--- src/bts_pkg.sv ---
// shared constants and types for the burst-of-two sram port
package bts_pkg;
	localparam int BTS_WIDE_DATA_W = 36;
	localparam int BTS_NARROW_DATA_W = 18;
	localparam int BTS_WIDE_ADDR_W = 18;
	localparam int BTS_NARROW_ADDR_W = 19;
	localparam int BTS_LANE_W = 9;
	localparam int BTS_BURST_LEN = 2;
	localparam int BTS_RD_LATENCY = 2;
	localparam logic BTS_DIR_READ = 1'b1;
	localparam logic BTS_DIR_WRITE = 1'b0;
	localparam logic BTS_STROBE_IDLE = 1'b1;
	localparam logic BTS_LANES_OFF = 1'b1;
	typedef enum logic [1:0] {BTS_IDLE, BTS_WR2, BTS_RDW1, BTS_RDW2} bts_host_state_t;
endpackage

--- src/bts_if.sv ---
// pin-level link between the controller and the sram model
`timescale 1ns/100ps
interface bts_if #(parameter int DW = 36, parameter int AW = 18, parameter int NL = 4);
	logic inClkPos;
	logic inClkNeg;
	logic outClkPos;
	logic outClkNeg;
	logic load_strobe_n;
	logic readNotWrite;
	logic [AW-1:0] addr;
	logic [NL-1:0] byte_lane_sel_n;
	logic [DW-1:0] wrData;
	logic [DW-1:0] rdData;
	logic rdDataOe;
	logic echo_strobe_pairPos;
	logic echo_strobe_pairNeg;
	modport device (input inClkPos, input inClkNeg, input outClkPos, input outClkNeg,
		input load_strobe_n, input readNotWrite, input addr, input byte_lane_sel_n,
		input wrData, output rdData, output rdDataOe, output echo_strobe_pairPos,
		output echo_strobe_pairNeg);
	modport host (output inClkPos, output inClkNeg, output outClkPos, output outClkNeg,
		output load_strobe_n, output readNotWrite, output addr, output byte_lane_sel_n,
		output wrData, input rdData, input rdDataOe, input echo_strobe_pairPos,
		input echo_strobe_pairNeg);
endinterface

--- src/bts_host.sv ---
// controller end: issues burst-of-two reads and writes on the link
`timescale 1ns/100ps
module bts_host #(
	parameter int DW = bts_pkg::BTS_WIDE_DATA_W,
	parameter int AW = bts_pkg::BTS_WIDE_ADDR_W,
	parameter int NL = DW / bts_pkg::BTS_LANE_W
) (
	input wire logic clk,
	input wire logic reset,
	input wire logic reqValid,
	input wire logic reqRead,
	input wire logic [AW-1:0] reqAddr,
	input wire logic [DW-1:0] reqWord0,
	input wire logic [DW-1:0] reqWord1,
	input wire logic [NL-1:0] reqLanes0N,
	input wire logic [NL-1:0] reqLanes1N,
	output logic reqReady,
	output logic rspValid,
	output logic [DW-1:0] rspWord0,
	output logic [DW-1:0] rspWord1,
	bts_if.host link
);
	bts_pkg::bts_host_state_t state_q;
	logic loadN_q;
	logic dir_q;
	logic [AW-1:0] addr_q;
	logic [DW-1:0] wrData_q;
	logic [NL-1:0] lanes_q;
	logic [DW-1:0] word1_q;
	logic [NL-1:0] lanes1_q;
	logic clkPhase_q;
	logic reqReady_q;
	logic rspValid_q;
	logic [DW-1:0] rsp0_q;
	logic [DW-1:0] rsp1_q;
	wire logic take = reqValid && reqReady_q;
	// one write request per two cycles, one read per four; ready drops while a burst is in flight
	always_ff @(posedge clk)
	begin
		if (reset)
		begin
			state_q <= bts_pkg::BTS_IDLE;
			loadN_q <= bts_pkg::BTS_STROBE_IDLE;
			dir_q <= bts_pkg::BTS_DIR_READ;
			addr_q <= '0;
			wrData_q <= '0;
			lanes_q <= '1;
			word1_q <= '0;
			lanes1_q <= '1;
			reqReady_q <= 1'b1;
		end
		else
		begin
			loadN_q <= ~take;
			unique case (state_q)
				bts_pkg::BTS_IDLE:
				begin
					lanes_q <= '1;
					if (take)
					begin
						dir_q <= reqRead ? bts_pkg::BTS_DIR_READ : bts_pkg::BTS_DIR_WRITE;
						addr_q <= reqAddr;
						wrData_q <= reqWord0;
						lanes_q <= reqRead ? '1 : reqLanes0N;
						word1_q <= reqWord1;
						lanes1_q <= reqRead ? '1 : reqLanes1N;
						reqReady_q <= 1'b0;
						state_q <= reqRead ? bts_pkg::BTS_RDW1 : bts_pkg::BTS_WR2;
					end
				end
				bts_pkg::BTS_WR2:
				begin
					wrData_q <= word1_q;
					lanes_q <= lanes1_q;
					reqReady_q <= 1'b1;
					state_q <= bts_pkg::BTS_IDLE;
				end
				bts_pkg::BTS_RDW1:
				begin
					lanes_q <= '1;
					state_q <= bts_pkg::BTS_RDW2;
				end
				bts_pkg::BTS_RDW2:
				begin
					if (link.rdDataOe)
					begin
						reqReady_q <= 1'b1;
						state_q <= bts_pkg::BTS_IDLE;
					end
				end
			endcase
		end
	end
	// collect the two returned words; second arrives the cycle after the first
	always_ff @(posedge clk)
	begin
		if (reset)
		begin
			rspValid_q <= 1'b0;
			rsp0_q <= '0;
			rsp1_q <= '0;
		end
		else
		begin
			rspValid_q <= 1'b0;
			if (state_q == bts_pkg::BTS_RDW2 && link.rdDataOe)
				rsp0_q <= link.rdData;
			if (state_q == bts_pkg::BTS_IDLE && link.rdDataOe)
			begin
				rsp1_q <= link.rdData;
				rspValid_q <= 1'b1;
			end
		end
	end
	always_ff @(posedge clk)
	begin
		if (reset)
			clkPhase_q <= 1'b0;
		else
			clkPhase_q <= ~clkPhase_q;
	end
	assign link.inClkPos = clkPhase_q;
	assign link.inClkNeg = ~clkPhase_q;
	assign link.outClkPos = clkPhase_q;
	assign link.outClkNeg = ~clkPhase_q;
	assign link.load_strobe_n = loadN_q;
	assign link.readNotWrite = dir_q;
	assign link.addr = addr_q;
	assign link.wrData = wrData_q;
	assign link.byte_lane_sel_n = lanes_q;
	assign reqReady = reqReady_q;
	assign rspValid = rspValid_q;
	assign rspWord0 = rsp0_q;
	assign rspWord1 = rsp1_q;
endmodule

--- src/flat_wrapper.sv ---
// flat-port wrapper written by rule: the top's interface ports become plain ports
module bts_host_flat 
#(
	parameter int DW = bts_pkg::BTS_WIDE_DATA_W,
	parameter int AW = bts_pkg::BTS_WIDE_ADDR_W,
	parameter int NL = DW / bts_pkg::BTS_LANE_W
)
  (clk, reset, reqValid, reqRead, reqAddr, reqWord0, reqWord1, reqLanes0N, reqLanes1N, reqReady, rspValid, rspWord0, rspWord1, link_inClkPos, link_inClkNeg, link_outClkPos, link_outClkNeg, link_load_strobe_n, link_readNotWrite, link_addr, link_byte_lane_sel_n, link_wrData, link_rdData, link_rdDataOe, link_echo_strobe_pairPos, link_echo_strobe_pairNeg);
  bts_if #(.DW(DW), .AW(AW), .NL(NL)) link_i ();
  input wire logic clk;
  input wire logic reset;
  input wire logic reqValid;
  input wire logic reqRead;
  input wire logic [AW-1:0] reqAddr;
  input wire logic [DW-1:0] reqWord0;
  input wire logic [DW-1:0] reqWord1;
  input wire logic [NL-1:0] reqLanes0N;
  input wire logic [NL-1:0] reqLanes1N;
  output logic reqReady;
  output logic rspValid;
  output logic [DW-1:0] rspWord0;
  output logic [DW-1:0] rspWord1;
  output wire logic [$bits(link_i.inClkPos)-1:0] link_inClkPos;
  output wire logic [$bits(link_i.inClkNeg)-1:0] link_inClkNeg;
  output wire logic [$bits(link_i.outClkPos)-1:0] link_outClkPos;
  output wire logic [$bits(link_i.outClkNeg)-1:0] link_outClkNeg;
  output wire logic [$bits(link_i.load_strobe_n)-1:0] link_load_strobe_n;
  output wire logic [$bits(link_i.readNotWrite)-1:0] link_readNotWrite;
  output wire logic [$bits(link_i.addr)-1:0] link_addr;
  output wire logic [$bits(link_i.byte_lane_sel_n)-1:0] link_byte_lane_sel_n;
  output wire logic [$bits(link_i.wrData)-1:0] link_wrData;
  input wire logic [$bits(link_i.rdData)-1:0] link_rdData;
  input wire logic [$bits(link_i.rdDataOe)-1:0] link_rdDataOe;
  input wire logic [$bits(link_i.echo_strobe_pairPos)-1:0] link_echo_strobe_pairPos;
  input wire logic [$bits(link_i.echo_strobe_pairNeg)-1:0] link_echo_strobe_pairNeg;
  assign link_inClkPos = link_i.inClkPos;
  assign link_inClkNeg = link_i.inClkNeg;
  assign link_outClkPos = link_i.outClkPos;
  assign link_outClkNeg = link_i.outClkNeg;
  assign link_load_strobe_n = link_i.load_strobe_n;
  assign link_readNotWrite = link_i.readNotWrite;
  assign link_addr = link_i.addr;
  assign link_byte_lane_sel_n = link_i.byte_lane_sel_n;
  assign link_wrData = link_i.wrData;
  assign link_i.rdData = link_rdData;
  assign link_i.rdDataOe = link_rdDataOe;
  assign link_i.echo_strobe_pairPos = link_echo_strobe_pairPos;
  assign link_i.echo_strobe_pairNeg = link_echo_strobe_pairNeg;
  bts_host #(.DW(DW), .AW(AW), .NL(NL)) u_core (.clk(clk), .reset(reset), .reqValid(reqValid), .reqRead(reqRead), .reqAddr(reqAddr), .reqWord0(reqWord0), .reqWord1(reqWord1), .reqLanes0N(reqLanes0N), .reqLanes1N(reqLanes1N), .reqReady(reqReady), .rspValid(rspValid), .rspWord0(rspWord0), .rspWord1(rspWord1), .link(link_i));
endmodule
--- config.mk ---
export PLATFORM = sky130hd
export DESIGN_NAME = bts_host_flat
export DESIGN_NICKNAME = d
export VERILOG_FILES = /design/src/bts_pkg.sv /design/src/bts_if.sv /design/src/bts_host.sv /design/src/flat_wrapper.sv
export SDC_FILE = /design/constraint.sdc
export NUM_CORES = 1
export LEC_CHECK = 0
export BUFFER_PORTS_ARGS = -buffer_cell sky130_fd_sc_hd__buf_4
export CORE_MARGIN = 10
export CORE_UTILIZATION = 40
export DETAILED_ROUTE_END_ITERATION = 7
export GPL_TIMING_DRIVEN = 0
export PLACE_DENSITY = 0.7
export SLEW_MARGIN = 20
export SYNTH_ARGS = -nofsm -noshare
export SYNTH_HDL_FRONTEND = slang
export SYNTH_SLANG_ARGS = --single-unit
--- constraint.sdc ---
create_clock -name clk -period 2.4 [get_ports clk]
set_input_delay 0 -clock clk [delete_from_list [all_inputs] [get_ports clk]]
set_output_delay 0 -clock clk [all_outputs]
set_load 0.05 [all_outputs]
-- Yosys cells after proc, flatten, opt, wreduce, memory -nomap -nowiden
Index checks and enable logic that the tools add are counted.
W data, S select, Z words.
- logic and storage cells: 46
- register bits: 177
- output and inout port bits: 138
- reduce and logical (&&, ||, !) cells: 11
- bitwise logic cells: 2
- mux-type cells: 15
- equal/unequal tests: 5
- operator list (operator ; count):
    $pmux W36 S2 ; 1
    $mux W36 ; 1
    $mux W4 ; 3
    $pmux W4 S3 ; 1
    $pmux W2 S4 ; 1
    $mux W2 ; 3
    $reduce_and A2 Y1 ; 3
    $reduce_bool A3 Y1 ; 2
    $eq A2 B2 Y1 const B ; 2
    $mux W1 ; 4
    $logic_and A1 B1 Y1 ; 3
    $pmux W1 S3 ; 1
    $reduce_and A3 Y1 ; 1
    $eq A2 B1 Y1 const B ; 1
    $logic_not A2 Y1 ; 1
    $ne A2 B1 Y1 const B ; 1
    $ne A2 B2 Y1 const B ; 1
    $not A1 Y1 ; 2
    $reduce_bool A2 Y1 ; 1

-- Logic depth before layout (Yosys ltp)
- depth after elaboration: 3
- mapped depth: 9
- gate-level depth less buffers: 5

-- Worst setup path after synthesis
Ideal clock, no wire load.
- path kind: reg-to-reg
- start point: reg u_core.state_q[0]
- end point: reg u_core.wrData_q[14], in the netlist u_core.link.wrData[14]
- setup time: 0.081 ns
- required time: 2.319 ns
- path slack: 0.681 ns
- buffers on the path: 3
- arrival time: 1.637 ns
- cell stages (with the launch flop): 9
- path through: dfxtp_1 inv_1 ha_1 and3_1 buf_2 or2_1 buf_6 buf_6 a211oi_2
- longest elaborated chain between the ends: 3
- elaborated cells between the ends (all ways): 6
- RTL lines (item ; RTL line ; source):
    start, declared ; bts_host.sv:23 ; bts_pkg::bts_host_state_t state_q;
    start signal, assigned ; bts_host.sv:42 ; state_q <= bts_pkg::BTS_IDLE;
    start signal, assigned ; bts_host.sv:68 ; state_q <= reqRead ? bts_pkg::BTS_RDW1 : bts_pkg::BTS_WR2;
    start signal, assigned ; bts_host.sv:76 ; state_q <= bts_pkg::BTS_IDLE;
    $eq A2 B1 Y1 / $logic_not A2 Y1 (equally long branches) ; bts_host.sv:55 ; unique case (state_q)
    $reduce_bool A2 Y1 (no line) / $ne A2 B1 Y1 (equally long branches) ; - ;
    $reduce_and A2 Y1 (no line) ; - ;
    end signal, assigned ; bts_host.sv:63 ; wrData_q <= reqWord0;
    end signal, assigned ; bts_host.sv:73 ; wrData_q <= word1_q;
    end, declared ; bts_host.sv:27 ; logic [DW-1:0] wrData_q;
Parallel ways exist; a longest one is shown, timed or not.
A chain may end at the register's enable or synchronous reset.

-- Worst setup path in the final report
- start point: reg u_core.state_q[0]
- end point: reg u_core.word1_q[29]
- longest elaborated chain between the ends: 2
- RTL lines (item ; RTL line ; source):
    $logic_not A2 Y1 ; bts_host.sv:55 ;
    $reduce_and A2 Y1 (no line) ; - ;
    end signal, assigned ; bts_host.sv:65 ; word1_q <= reqWord1;
    end, declared ; bts_host.sv:29 ; logic [DW-1:0] word1_q;
No other way between the ends.

==> impl_metrics.ini <==
[hold_path]
min_from = reqLanes0N[3]
hp-class = in -> reg
hold_depth = 4
min_to = u_core.link.byte_lane_sel_n[3]

[layout]
finalInstanceArea_sq_um = 11070
fillers = 1342
area_delta_synth_final_pct = 61.93
final_util_pct = 66.54
fin_nets = 1371
final-instance-count-excl-fill = 1458
drive_gt1_share_pct = 28.86

[pwr]
ir_worst_vdd_mv = 0.7680
power.leakage_nw = 4.623
power_density_nw_per_um2 = 1033

[yosys]
synthFlopType = dfxtp_1
yosysMostFrequentCell = nand2_1
syn_nets = 945
synth_commonest_cells = nand2_1 (261), dfxtp_1 (177), a21oi_1 (127), clkbuf_1 (45), nor3_1 (42)
synth_edf_count = 0
netlist_area_sq_um = 6839
async_flop_share_pct = 0
synth_cell_types = 30
syn_avg_cell_area_sq_um = 8.570
yosys_warnings = 0
syn-instance-count = 798
ys_top_cells_by_area = dfxtp_1 (52%), nand2_1 (14%), a21oi_1 (9.3%)
ys_seq_elements = 177
synth_top_area_share_pct = 51.81
synth_area_leader_cell = dfxtp_1
yosysSeqAreaShare_pct = 51.81

[floorplan]
core_sq_um = 16640
dieWidth_microns = 150.8
die_h_microns = 150.8
io_pins = 279
num_rows = 47
initial_utilization_pct = 41.09
dieArea_sq_um = 22730

[placed_design]
dp_hpwl_microns = 18170
place.port_buffers = 274
dp_worst_setup_slack_ps = 175.7
finalWeightedCongestion = 0.7942
dp.cells = 1292
dpl_cell_area_sq_um = 9171

[job]
drv_cap = 0

[clocking]
post_cts.repair.setup_buffers = 0
cts_sinks = 177
clock_latency_ps = 430
cts_max_level = 4
ctsHoldBuffers = 133
clk_path_buf_depth = 2
cts_tree = built
cts_resized = 0
path_clk_slew_ps = 70
cts_buffers = 17
root_buffer = clkbuf_16

[route]
firstDrtPassIters = 5
finalWirelength_microns = 25710
wl_per_cell_microns = 17.63
drtIter0Drc = 311
drc = 0
via_count = 7146
ant_nets = 0
drt-vias-per-instance = 4.901

[timing]
slew_viol_final = 0
maxSlewHeadroom_pct = 48.64
post-route-period-util_pct = 92.33
period_minus_slack_ps = 2216
worstMarginPinSlew_ps = 770.4
worst_slack_ps = 184.1
setup_viol = 0
rsz0062_at_grt = false
tns_ps = 0
finClkSkew_ps = 12.41
finalHoldViolations = 0
fmaxAchievable_mhz = 451.3

[worst_setup_path]
rr_endpoint = u_core.word1_q[29]
cp.required_ps = 2750
r2r_cells = 7
cp_max_fo = 10
crit_type = reg -> reg
r2r_start = u_core.state_q[0]
start_kind = register
cp_data_arrival_time_ps = 2560
endpoint_kind = register
ff2ff_setup_slack_ps = 180

[global_route]
grt_overflow = 0
grt_max_degree = 17
track_usage_pct = 22.09
antenna_found_initial = 1
grt_pass1_vias = 7380
grt_pass1_wl_microns = 39690

[run_status]
status = finished clean
final cells by class:
class                      instances  area, sq um  share of cell area [%]
multi-input combinational        547         2950                   26.64
buffer                            67        319.1                   2.881
timing repair buffer             407         3388                   30.60
sequential                       177         3543                   32.00
tap                              220        275.3                   2.486
clock buffer                      18        439.2                   3.966
inverter                           7        26.28                  0.2373
clock inverter                    14        130.1                   1.175
antenna                            1        2.502                 0.02260
critical path: stages (launching register included):
cell and delay, ps:
dfxtp_1 430, inv_1 120, ha_1 290, nand3_1 280, buf_2 300, buf_1 460, nand2_1 100, a21oi_1 160
layout by cell type, fill, tap and decap left out, types with 7 or more instances in the layout:
cell / count
buf_4: 276
dlygate4sd3_1: 133
clkbuf_16: 17
nand2_1: 261
a21oi_1: 127
nor3_1: 42
mux2i_1: 37
inv_1: 7
clkbuf_1: 45
a211oi_2: 30
dfxtp_1: 177
nor2_1: 8
buf_2: 12
flip-flops by register name, indices dropped and copies added, names as in the netlist, 2 cells and up:
signal and cells:
u_core.rspWord1 36, u_core.word1_q 36, u_core.link.addr 18, u_core.link.wrData 36, u_core.lanes1_q 4, u_core.rspWord0 36
u_core.link.byte_lane_sel_n 4, u_core.state_q 2
cells by family after synthesis:
| kind of cell | synth area share (%) |
|---|---|
| buffers and inverters | 5.049 |
| AO/OA/AOI/OAI | 17.49 |
| flip-flops | 51.81 |
| AND/OR/NAND/NOR | 19.14 |
| multiplexers | 5.415 |
| adder cells (fa/ha/maj) | 1.098 |
layer usage:
metal	global-route usage (%)	up-vias	wire length [microns]
li1	-	3536	-
met5	0	-	0
met1	23.91	3331	9772
met3	7.293	53	1853
met2	38.89	226	13180
met4	8.807	0	901
stage by stage:
step	hold WS, ps	power, W
final	70.39	0.01144
after global routing	71.41	0.01197
after CTS	46.66	0.01148
after detailed placement	236.7	0.008598
after global placement	233.3	0.008531
after floorplan	83.92	0.007112
report_power, final:
part	total (W)	internal, W	switching, W
combinational	0.00493	0.00169	0.00324
clock	0.00270	0.00148	0.00123
sequential	0.00380	0.00349	0.000311
total	0.0114	0.00666	0.00478
worst max-delay path by stage:
stage | from | end | cells after the start
finish | u_core.state_q[0] | u_core.word1_q[29] | 7
global route | u_core.state_q[0] | u_core.word1_q[33] | 7
CTS | u_core.state_q[0] | u_core.word1_q[29] | 7
detailed placement | u_core.state_q[0] | u_core.word1_q[29] | 7
global placement | u_core.state_q[0] | u_core.word1_q[34] | 7
floorplan | u_core.state_q[0] | u_core.link.wrData[14] | 8
Power figures use the tool's default switching activity.
